## src/rtl/srs_pkg.sv

```systemverilog
// Constants for the servo run/stop sequencer.
// Assumes a 50 MHz mclk and register port with one-cycle read latency.
package srs_pkg;
   localparam int          CLK_HZ          = 50_000_000;
   localparam int          DEB_US          = 1;
   localparam int          DEB_CYC         = (CLK_HZ / 1_000_000) * DEB_US;
   localparam logic [3:0]  ADDR_CTRL       = 4'h0;
   localparam logic [3:0]  ADDR_STATUS     = 4'h1;
   localparam logic [3:0]  ADDR_IRQ_STAT   = 4'h2;
   localparam logic [3:0]  ADDR_IRQ_MASK   = 4'h3;
   localparam logic [3:0]  ADDR_TEST_OUT   = 4'h4;
   localparam logic [3:0]  ADDR_DISPLAY    = 4'h5;
   localparam int          CTRL_ABS_EN     = 0;
   localparam int          CTRL_TEST_MODE  = 1;
   localparam int          CTRL_AUTO_MODE  = 2;
   localparam logic [7:0]  CTRL_RESET      = 8'h00;
   localparam logic [7:0]  MASK_RESET      = 8'h00;
   localparam int          IRQ_ALARM       = 0;
   localparam int          IRQ_FSTOP_WARN  = 1;
   localparam int          IRQ_MPOFF_WARN  = 2;
   localparam int          IRQ_LIMIT       = 3;
   localparam int          IRQ_READY       = 4;
   localparam int          NUM_IRQ         = 5;
   localparam logic [7:0]  DISP_LETTER_B   = 8'h62;
   localparam logic [7:0]  STATION_DEFAULT = 8'h01;
   localparam int          NUM_DOUT        = 4;
   // Synchroniser reset levels follow each pin's idle level, so release of reset makes no false edge
   localparam logic [8:0]  PIN_IDLE        = 9'h03f;
   typedef enum logic [2:0] {
      SRS_OFF    = 3'b000,
      SRS_ON     = 3'b001,
      SRS_RUN    = 3'b011,
      SRS_DECEL  = 3'b010,
      SRS_BRAKE  = 3'b110,
      SRS_LOCKED = 3'b111
   } srs_state_t;
endpackage

```

## src/rtl/srs_sync.sv

```systemverilog
// Three-stage input synchroniser with agreement filter.
// Assumes asynchronous pin input; output follows once stages 2 and 3 agree.
`timescale 1ns/1ps
module srs_sync #(
   parameter logic RST_VAL = 1'b0
) (
   input  wire logic mclk,
   input  wire logic rst_n,
   input  wire logic din,
   output logic      dout
);
   logic s1;
   logic s2;
   logic s3;
   always_ff @(posedge mclk or negedge rst_n) begin
      if (!rst_n) begin
         s1   <= RST_VAL;
         s2   <= RST_VAL;
         s3   <= RST_VAL;
         dout <= RST_VAL;
      end else begin
         s1 <= din;
         s2 <= s1;
         s3 <= s2;
         if (s2 == s3) begin
            dout <= s3;
         end
      end
   end
endmodule

```

## src/rtl/srs_sequencer.sv

```systemverilog
// Run/stop sequencer of a servo driver: servo-on, start, stop causes, test outputs.
// Assumes pins are asynchronous levels and power-on is signalled by rst_n release.
// Contract
// - Display shows b plus station number
// - First absolute power-up alarms, refuses servo-on
// - Position-lost alarm cleared only by power cycle
// - Servo-on off: base off, coast
// - Alarm: base off, dynamic brake
// - Forced stop off: brake, warning; code brakes only from a servo-on state, in SRS_OFF it only warns
// - Limit off: clear droop, servo-lock, reverse allowed
// - Auto mode select/pause off: decelerate
// - Servo-on state asserts ready
// - Start rotates motor in commanded direction
// - Forced digital output test mode
// - Brake interlock high means brake released
// - Main power loss stopped: warning, trouble kept
//
// Local design decisions: the register offsets and strobed register access.
`timescale 1ns/1ps
module srs_sequencer (
   input  wire logic       mclk,
   input  wire logic       rst_n,
   input  wire logic       servo_on_cmd,
   input  wire logic       fwd_start_cmd,
   input  wire logic       rev_start_cmd,
   input  wire logic       forced_stop_in,
   input  wire logic       fwd_limit_in,
   input  wire logic       rev_limit_in,
   input  wire logic       auto_manual_sel,
   input  wire logic       pause_restart_in,
   input  wire logic       main_power_ok,
   input  wire logic       abs_pos_valid,
   input  wire logic       ext_alarm,
   input  wire logic       motor_stopped,
   input  wire logic [7:0] station_num,
   input  wire logic [3:0] reg_addr,
   input  wire logic [7:0] reg_wdata,
   input  wire logic       reg_wr,
   input  wire logic       reg_rd,
   output logic      [7:0] reg_rdata,
   output logic            irq,
   output logic            base_enable,
   output logic            dyn_brake,
   output logic            droop_clear,
   output logic            decel_stop,
   output logic            run_fwd,
   output logic            run_rev,
   output logic            ready_out,
   output logic            trouble_out,
   output logic            brake_interlock_out,
   output logic            abs_pos_lost_alarm,
   output logic            forced_stop_warning,
   output logic            main_power_off_warning,
   output logic     [3:0]  test_dout,
   output logic     [23:0] display_code
);
   localparam int NUM_DOUT_W = srs_pkg::NUM_DOUT;
   localparam int NUM_IRQ_W  = srs_pkg::NUM_IRQ;

   logic [8:0] pin_raw;
   logic [8:0] pin_s;
   assign pin_raw = {servo_on_cmd, fwd_start_cmd, rev_start_cmd, forced_stop_in, fwd_limit_in,
                     rev_limit_in, auto_manual_sel, pause_restart_in, main_power_ok};

   genvar gi;
   generate
      for (gi = 0; gi < 9; gi++) begin : g_sync
         srs_sync #(
            .RST_VAL (srs_pkg::PIN_IDLE[gi])
         ) u_sync (
            .mclk  (mclk),
            .rst_n (rst_n),
            .din   (pin_raw[gi]),
            .dout  (pin_s[gi])
         );
      end
   endgenerate

   logic s_son;
   logic s_fwd;
   logic s_rev;
   logic s_emg_ok;
   logic s_lim_f;
   logic s_lim_r;
   logic s_auto;
   logic s_go;
   logic s_mpwr;
   assign s_son    = pin_s[8];
   assign s_fwd    = pin_s[7];
   assign s_rev    = pin_s[6];
   assign s_emg_ok = pin_s[5];
   assign s_lim_f  = pin_s[4];
   assign s_lim_r  = pin_s[3];
   assign s_auto   = pin_s[2];
   assign s_go     = pin_s[1];
   assign s_mpwr   = pin_s[0];

   logic [7:0] ctrl;
   logic [7:0] irq_mask;
   logic [NUM_IRQ_W-1:0] irq_stat;
   logic [NUM_DOUT_W-1:0] test_reg;

   logic abs_en;
   logic test_mode;
   logic auto_mode;
   assign abs_en    = ctrl[srs_pkg::CTRL_ABS_EN];
   assign test_mode = ctrl[srs_pkg::CTRL_TEST_MODE];
   assign auto_mode = ctrl[srs_pkg::CTRL_AUTO_MODE];

   // The lost flag is only set after power-up; no register path clears it,
   // so only a fresh power-on reset releases it
   logic abs_checked;
   logic abs_lost;
   always_ff @(posedge mclk or negedge rst_n) begin
      if (!rst_n) begin
         abs_checked <= 1'b0;
         abs_lost    <= 1'b0;
      end else if (!abs_checked && abs_en) begin
         abs_checked <= 1'b1;
         abs_lost    <= !abs_pos_valid;
      end
   end

   logic alarm_any;
   assign alarm_any = abs_lost || ext_alarm;

   srs_pkg::srs_state_t state;
   srs_pkg::srs_state_t next_state;

   logic start_ok;
   logic want_fwd;
   logic want_rev;
   logic hold_stop;
   assign start_ok  = (state == srs_pkg::SRS_ON) && !alarm_any && !test_mode;
   assign want_fwd  = s_fwd && !s_rev && s_lim_f;
   assign want_rev  = s_rev && !s_fwd && s_lim_r;
   assign hold_stop = auto_mode && (!s_auto || !s_go);

   always_comb begin
      next_state = state;
      case (state)
         srs_pkg::SRS_OFF: begin
            if (s_son && s_emg_ok && !alarm_any && !test_mode) begin
               next_state = srs_pkg::SRS_ON;
            end
         end
         srs_pkg::SRS_ON, srs_pkg::SRS_RUN, srs_pkg::SRS_DECEL, srs_pkg::SRS_LOCKED: begin
            if (alarm_any || !s_emg_ok) begin
               next_state = srs_pkg::SRS_BRAKE;
            end else if (!s_son) begin
               next_state = srs_pkg::SRS_OFF;
            end else if (state == srs_pkg::SRS_RUN && ((run_fwd && !s_lim_f) || (run_rev && !s_lim_r))) begin
               next_state = srs_pkg::SRS_LOCKED;
            end else if (state == srs_pkg::SRS_RUN && hold_stop) begin
               next_state = srs_pkg::SRS_DECEL;
            end else if (state == srs_pkg::SRS_RUN && !s_fwd && !s_rev) begin
               next_state = srs_pkg::SRS_ON;
            end else if (state == srs_pkg::SRS_DECEL && motor_stopped) begin
               next_state = srs_pkg::SRS_ON;
            end else if (state == srs_pkg::SRS_LOCKED && !s_fwd && !s_rev) begin
               next_state = srs_pkg::SRS_ON;
            end else if (state == srs_pkg::SRS_ON && start_ok && !hold_stop && (want_fwd || want_rev)) begin
               next_state = srs_pkg::SRS_RUN;
            end
         end
         srs_pkg::SRS_BRAKE: begin
            if (!alarm_any && s_emg_ok && !s_son && motor_stopped) begin
               next_state = srs_pkg::SRS_OFF;
            end
         end
         default: next_state = srs_pkg::SRS_OFF;
      endcase
   end

   logic next_run_fwd;
   logic next_run_rev;
   assign next_run_fwd = (state == srs_pkg::SRS_ON && next_state == srs_pkg::SRS_RUN) ? want_fwd
                       : (next_state == srs_pkg::SRS_RUN) ? run_fwd : 1'b0;
   assign next_run_rev = (state == srs_pkg::SRS_ON && next_state == srs_pkg::SRS_RUN) ? want_rev
                       : (next_state == srs_pkg::SRS_RUN) ? run_rev : 1'b0;

   always_ff @(posedge mclk or negedge rst_n) begin
      if (!rst_n) begin
         state   <= srs_pkg::SRS_OFF;
         run_fwd <= 1'b0;
         run_rev <= 1'b0;
      end else begin
         state   <= next_state;
         run_fwd <= next_run_fwd;
         run_rev <= next_run_rev;
      end
   end

   logic in_servo;
   assign in_servo = (state == srs_pkg::SRS_ON) || (state == srs_pkg::SRS_RUN) ||
                     (state == srs_pkg::SRS_DECEL) || (state == srs_pkg::SRS_LOCKED);

   // Warning for main power loss only counts while the motor is stopped
   logic mp_warn_set;
   assign mp_warn_set = !s_mpwr && motor_stopped;

   always_ff @(posedge mclk or negedge rst_n) begin
      if (!rst_n) begin
         base_enable            <= 1'b0;
         dyn_brake              <= 1'b0;
         droop_clear            <= 1'b0;
         decel_stop             <= 1'b0;
         ready_out              <= 1'b0;
         trouble_out            <= 1'b0;
         brake_interlock_out    <= 1'b0;
         abs_pos_lost_alarm     <= 1'b0;
         forced_stop_warning    <= 1'b0;
         main_power_off_warning <= 1'b0;
      end else begin
         // An alarm cuts the stage and brakes at once, without waiting for the state change
         base_enable            <= in_servo && !alarm_any;
         dyn_brake              <= (state == srs_pkg::SRS_BRAKE) || alarm_any;
         droop_clear            <= (state == srs_pkg::SRS_RUN) && (next_state == srs_pkg::SRS_LOCKED);
         decel_stop             <= (state == srs_pkg::SRS_DECEL);
         ready_out              <= in_servo && !alarm_any;
         trouble_out            <= alarm_any;
         brake_interlock_out    <= in_servo && !alarm_any;
         abs_pos_lost_alarm     <= abs_lost;
         forced_stop_warning    <= !s_emg_ok;
         main_power_off_warning <= mp_warn_set;
      end
   end

   // Test outputs are only honoured with the power stage off, so a wiring check
   // can never coincide with a running motor
   always_ff @(posedge mclk or negedge rst_n) begin
      if (!rst_n) begin
         test_dout <= '0;
      end else begin
         test_dout <= (test_mode && !in_servo) ? test_reg : '0;
      end
   end

   always_ff @(posedge mclk or negedge rst_n) begin
      if (!rst_n) begin
         display_code <= 24'h000000;
      end else begin
         display_code <= {srs_pkg::DISP_LETTER_B, 4'h0, station_num[7:4], 4'h0, station_num[3:0]};
      end
   end

   logic [NUM_IRQ_W-1:0] ev;
   assign ev[srs_pkg::IRQ_ALARM]      = alarm_any && !trouble_out;
   assign ev[srs_pkg::IRQ_FSTOP_WARN] = !s_emg_ok && !forced_stop_warning;
   assign ev[srs_pkg::IRQ_MPOFF_WARN] = mp_warn_set && !main_power_off_warning;
   assign ev[srs_pkg::IRQ_LIMIT]      = droop_clear;
   assign ev[srs_pkg::IRQ_READY]      = in_servo && !ready_out;

   logic wr_ctrl;
   logic wr_stat;
   logic wr_mask;
   logic wr_test;
   assign wr_ctrl = reg_wr && (reg_addr == srs_pkg::ADDR_CTRL);
   assign wr_stat = reg_wr && (reg_addr == srs_pkg::ADDR_IRQ_STAT);
   assign wr_mask = reg_wr && (reg_addr == srs_pkg::ADDR_IRQ_MASK);
   assign wr_test = reg_wr && (reg_addr == srs_pkg::ADDR_TEST_OUT);

   logic [NUM_IRQ_W-1:0] clr_bits;
   assign clr_bits = wr_stat ? reg_wdata[NUM_IRQ_W-1:0] : '0;

   always_ff @(posedge mclk or negedge rst_n) begin
      if (!rst_n) begin
         ctrl     <= srs_pkg::CTRL_RESET;
         irq_mask <= srs_pkg::MASK_RESET;
         test_reg <= '0;
         irq_stat <= '0;
      end else begin
         if (wr_ctrl) begin
            ctrl <= reg_wdata;
         end
         if (wr_mask) begin
            irq_mask <= reg_wdata;
         end
         if (wr_test) begin
            test_reg <= reg_wdata[NUM_DOUT_W-1:0];
         end
         // Set wins over a same-cycle clear
         irq_stat <= (irq_stat & ~clr_bits) | ev;
      end
   end

   assign irq = |(irq_stat & irq_mask[NUM_IRQ_W-1:0]);

   logic [7:0] status_word;
   assign status_word = {1'b0, 1'b0, abs_lost, trouble_out, forced_stop_warning,
                         main_power_off_warning, run_rev, run_fwd};

   logic [7:0] rd_mux;
   assign rd_mux = (reg_addr == srs_pkg::ADDR_CTRL)     ? ctrl
                 : (reg_addr == srs_pkg::ADDR_STATUS)   ? status_word
                 : (reg_addr == srs_pkg::ADDR_IRQ_STAT) ? {3'b000, irq_stat}
                 : (reg_addr == srs_pkg::ADDR_IRQ_MASK) ? irq_mask
                 : (reg_addr == srs_pkg::ADDR_TEST_OUT) ? {4'h0, test_reg}
                 : (reg_addr == srs_pkg::ADDR_DISPLAY)  ? {5'b00000, state}
                 : 8'h00;

   always_ff @(posedge mclk or negedge rst_n) begin
      if (!rst_n) begin
         reg_rdata <= 8'h00;
      end else begin
         reg_rdata <= reg_rd ? rd_mux : 8'h00;
      end
   end
endmodule

```

## config.mk

```make
export PLATFORM = sky130hd
export DESIGN_NAME = srs_sequencer
export DESIGN_NICKNAME = d
export VERILOG_FILES = /design/src/rtl/srs_pkg.sv /design/src/rtl/srs_sync.sv /design/src/rtl/srs_sequencer.sv
export SDC_FILE = /design/constraint.sdc
export NUM_CORES = 1
export LEC_CHECK = 0
export BUFFER_PORTS_ARGS = -buffer_cell sky130_fd_sc_hd__buf_2
export CAP_MARGIN = 20
export CORE_MARGIN = 3
export CORE_UTILIZATION = 54
export CTS_BUF_LIST = sky130_fd_sc_hd__clkbuf_8 sky130_fd_sc_hd__clkbuf_16
export DETAILED_ROUTE_END_ITERATION = 16
export GPL_TIMING_DRIVEN = 0
export PLACE_DENSITY = 0.8
export SLEW_MARGIN = 20
export SYNTH_ARGS = -nofsm -noshare
export SYNTH_HDL_FRONTEND = slang
export SYNTH_HIERARCHICAL = 1
export SYNTH_SLANG_ARGS = --single-unit
```

## constraint.sdc

```tcl
create_clock -name mclk -period 1.55 [get_ports mclk]
set_input_delay 0.31 -clock mclk [delete_from_list [all_inputs] [get_ports mclk]]
set_output_delay 0.31 -clock mclk [all_outputs]
set_load 0.02 [all_outputs]
```

# After elaboration in Yosys (flattened, before gate mapping)
# Cells that the tools add are included.
# classes
order_cmp	0
n_mul	0
div_mod_pow	0
reduce_logical	71
addsub	0
n_eq_ne	22
muxes	23
bitwise	4
n_shift	0
# op_table
op	n
8-bit two-way mux	5
1-bit logical AND	39
3-bit two-way mux	11
1-bit logical NOT	19
5-bit AND	2
1-bit equality test	9
3-bit by 2-bit equality test with 1-bit output, second input constant	3
3-bit equality test, second input constant	3
1-bit logical OR	9
3-bit one-hot mux with 3 select lines	1
4-bit by 2-bit equality test with 1-bit output, second input constant	2
4-bit by 3-bit equality test with 1-bit output, second input constant	2
4-bit two-way mux	2
5-bit two-way mux	1
5-bit inverter	1
5-bit bitwise OR	1
5-bit OR reduction	1
4-bit by 1-bit equality test with 1-bit output, second input constant	1
4-bit logical NOT	1
4-bit OR reduction	1
3-bit by 1-bit equality test with 1-bit output, second input constant	1
3-bit logical NOT	1
1-bit two-way mux	3
2-bit by 1-bit inequality test with 1-bit output, second input constant	1
# word_totals
mem_bits_rw	0
elab_cells	176
romBits	0
latch_bits	0
out_inout_bits	49
register_bits	97
n_memories	0

# Depth between registers and ports, before layout
# depth
word_depth	19
mapped_depth	6

# Modules after synthesis
# Netlist, hierarchy kept.
# modules_own_cells
module	area_per_inst_um2	cells_per_inst	instances	seq_area_each_um2
srs_sequencer	2845.2	241	1	1526.5
srs_sync at g_sync[0].u_sync ...	116.4	5	6	105.1
srs_sync at g_sync[6].u_sync ...	111.4	5	3	100.1

# Worst setup path before layout
# No wires, ideal clock.
# synth_timing
kind	in2reg
from	in reg_addr[2]
to	reg ctrl[0]
cell_stages	5
setup_time_ns	0.125
slack_ns	0.081
arrival_time_ns	1.344
required_time_ns	1.425
n_path_buf	1
cell_sequence	buf_6 > or3_4 > nor2_4 > nand2_4 > mux2_4
# synth_via
elab_chain_cells	2
# synth_rtl
element	line_no	rtl
start: declaration	srs_sequencer.sv:36	input wire logic [3:0] reg_addr,
4-bit logical NOT	srs_sequencer.sv:258	assign wr_ctrl = reg_wr && (reg_addr == srs_pkg::ADDR_CTRL);
1-bit logical AND	srs_sequencer.sv:258	
end signal: assignment	srs_sequencer.sv:268	ctrl <= srs_pkg::CTRL_RESET;
end signal: assignment	srs_sequencer.sv:274	ctrl <= reg_wdata;
end: declaration	srs_sequencer.sv:98	logic [7:0] ctrl;
# No other way between the ends.
# A chain may end at the register's enable or synchronous reset.

# Worst setup path in the final report
# layout_timing
from	reg irq_stat[4]
to	out irq
# layout_via
elab_chain_cells	2
# layout_rtl
element	line_no	rtl
start: declaration	srs_sequencer.sv:100	logic [NUM_IRQ_W-1:0] irq_stat;
start signal: assignment	srs_sequencer.sv:283	irq_stat <= (irq_stat & ~clr_bits) | ev;
5-bit AND	srs_sequencer.sv:287	assign irq = |(irq_stat & irq_mask[NUM_IRQ_W-1:0]);
5-bit OR reduction	srs_sequencer.sv:287	
end: declaration	srs_sequencer.sv:41	output logic irq,
# No other way between the ends.

==> summary.md <==
The number of max-slew violations in the final report came out at 0. The clock-pin slew of the registers on the worst-case setup and hold paths was 100 ps; the number of input and output port buffers inserted was 70. The checks that failed: setup timing. The final routed wirelength across all metal layers was 8230 microns. The later-pin clock latency in the skew report was 360 ps. Global routing used 19.6% of the available tracks. The worst hold path stage count works out to 1.

Averaged over all synthesized cells, the footprint is 13.6 sq um. Counting distinct cell types in the post-synthesis netlist gives 58. The time the worst path needs with I/O delays and setup was 1750 ps; the largest net degree at the start of global routing was 57. Routability-driven placement finished with a final weighted congestion of 0.842. Total count of hold-check failures in the final report: 0.

The data required time at the worst endpoint is 1240 ps, and the post-synthesis async set-or-reset flop share is 100%. At the end of the flow, the number of nets in the layout was 427. The adder-cell area share of the yosys netlist was 2.61%. In this run the cell area measured after placement is 0.00443 sq mm. The floorplan step defined a core boundary enclosing 0.00687 sq mm.

The first global-routing pass estimated 12700 microns of wire. The register-to-register path setup slack is -70 ps. In this run the biggest area consumer among cell types represents 47.1% of the synthesized area.

The leakage power was 2.28 nW. Layout-stage area growth over the synthesis result: 24.9%. The initial antenna violation count is 0, and the total power density per cell area is 1300 mW/mm^2. In this run the horizontal extent of the chip is 90.7 microns.

The tightest hold path in the finished design has a slack of 31.0 ps. VDD sags by at most 0.000939 V. The routed via count was 2627. For this design the top-level I/O count stands at 85. Setup repair after global routing could not meet its margin everywhere. The count of routing violations after the opening detailed-route iteration was 255; the post-synthesis sequential element count was 97.

The flow ran to the end, but the final reports show violations. Of the total synthesized cell area, the portion taken by XOR and XNOR cells is 0%. The total non-filler cell area in the finished layout is 0.00484 sq mm. The clock arrives with 10.5 ps of skew. The logs give 9 for the TritonCTS buffer count and 0 for the number of max-capacitance violations reported.

For the minimum setup slack in the final design, the log shows -199 ps. The type of destination of the critical path is a primary output. Of all nets on the critical path, the largest fanout is 2.

The footprint of the multi-input gates is 0.00138 sq mm, and the die height is 90.7 microns. The placed wire-length estimate after detailed placement was 5360 microns. The library cell with the highest instance count after synthesis was dfrtp_1.

The clock sink count was 97. The worst register-to-register path has a depth of 4. After synthesis, the share of cell area in mux cells is 8.20%.

TritonCTS built the clock tree. The synthesized netlist devotes 11.0% of its cell area to simple gates. The run gives 572 MHz as the highest achievable clock rate.

Cells with a size suffix above 1 make up 52.5% of the layout. The root buffer cell chosen for the clock tree is clkbuf_8. For the starting utilization of the core area, the log shows 56.4%.

For the via count of the first global-routing pass, the log shows 2526. The category of the most critical setup path was flip-flop to primary output. The number of diodes added for antenna fixing came out at 0. Counting flops with a built-in enable in the synthesized netlist gives 0. In this run the worst hold path is classified as input pin to flip-flop. The Yosys step of the flow raised 6 warnings.

Among all flip-flop cells after synthesis, the most frequent one is dfrtp_1. The total of fill cells in the finished design is 497. The floorplan step defined a die boundary enclosing 0.00823 sq mm.

The ratio of routed vias to standard cells is 5.34, and the site row count is 30. The data arrival at the endpoint of the critical path is 1440 ps. After detailed routing, the average wire length per cell comes to 16.7 microns.

The H-tree was split into 3 levels. In this run the cell area of the synthesized design comes to 0.00388 sq mm. The run gives 0 as the remaining antenna violation count. STA classifies the critical path startpoint as a flip-flop. Counting along the longest clock path gives a buffer depth of 2. Of the available clock period, the critical path in the final layout requires 113%. The compound-cell area share of the yosys netlist works out to 8.91%. The run gives -293 ps as the summed negative setup slack over all endpoints. Sorting the synthesized cells by area gives the leading types as dfrtp_1 (47%), dfstp_2 (16%), mux2_2 (4.1%), buf_4 (3.3%), mux2_4 (3.1%). The final-report setup violation count came out at 4.

The biggest area consumer among synthesized cells is dfrtp_1. The overall overflow remaining after global route is 0. Largest family of logic cells by synthesized area: simple AND/OR/NAND/NOR gates.

Sequential elements use 63.4% of the synthesized area. The iteration count of the initial detailed-routing pass was 5; the post-synthesis cell count was 286. The logs give 0 for the total DRC errors in the routed layout and 0.00246 sq mm for the sequential cell area.

By count the netlist is led by dfrtp_1 (73), dfstp_2 (24), buf_4 (17).
==> final cells by class <==
class                           instances  share of cell area, %
Inverter                               11                  0.852
Sequential cell                        97                   50.9
Clock inverter                          6                   1.06
Clock buffer                           10                   2.84
Tap cell                               96                   2.48
Timing Repair Buffer                   84                   10.1
Buffer                                 23                   3.41
Multi-Input combinational cell        165                   28.4
==> worst paths after layout <==
path | startpoint | endpoint
min reg2reg | g_sync[7].u_sync/s1 | g_sync[7].u_sync/s2
max reg2reg | ctrl[2] | droop_clear
max | irq_stat[4] | irq
min | rev_limit_in | g_sync[3].u_sync/s1
min in group asynchronous | rst_n | test_dout[3]
max in group asynchronous | rst_n | g_sync[0].u_sync/s3
==> routing by layer <==
layer / GRT usage, % / wire length (microns) / part of all wire [%]
met1: 26.1 / 3440 / 42
met2: 31.4 / 4010 / 49
met3: 5.83 / 600 / 7.3
met4: 5.23 / 178 / 2.2
met5: 0 / 0 / 0
==> logic make-up (layout without fill, tap and decap cells) <==
| logic type | count (synthesis) | in the layout |
|---|---|---|
| buffers and inverters | 36 | 134 |
| muxes | 26 | 26 |
| AOI/OAI and AO/OA | 45 | 45 |
| and+or+nand+nor | 71 | 71 |
| other | 2 | 14 |
| adders and majority gates | 9 | 9 |
| DFF | 97 | 97 |
==> metrics by stage <==
stage	power [mW]	worst slack, ps	instances	util, %
2_1_floorplan	3.96	80.6	298	-
3_3_place_gp	4.33	-666	464	64.0
3_5_place_dp	4.39	-156	465	64.4
4_1_cts	6.07	-190	486	68.5
5_1_grt	6.56	-236	492	70.5
6_report	6.28	-199	492	70.5
==> repair_timing <==
item	4_1_cts	5_1_grt
endpoints found under the hold margin	26	0
setup buffers	4	8
hold buffers	1	0
pin swaps	4	9
resized for setup	12	20
endpoints found under the setup margin	5	5
==> power breakdown <==
group | switching [mW] | internal, mW
sequential | 0.276 | 2.89
combinational | 0.830 | 0.733
clock | 0.901 | 0.647
total | 2.01 | 4.27
==> worst max-delay path, cell delays in order, from the launching register on <==
cell and delay, ps:
dfrtp_1 400, a222oi_1 390, nand2_1 120, buf_2 180
==> cell usage in the layout, fill, tap and decap left out, types with 4 or more instances in the layout <==
cell,synthesis,layout
a21oi_1,12,12
and3_1,4,4
buf_2,5,72
buf_4,17,29
clkbuf_8,0,10
conb_1,2,14
dfrtp_1,73,68
dfrtp_2,0,5
dfstp_2,24,24
inv_1,11,10
maj3_2,9,9
mux2_2,14,14
mux2_4,8,8
mux2i_1,4,4
nand2_1,11,10
nand2b_1,8,7
nor2_1,11,10
nor2b_1,4,4
nor3_1,5,5
o21ai_0,4,4
(Power assumes the default switching activity.)
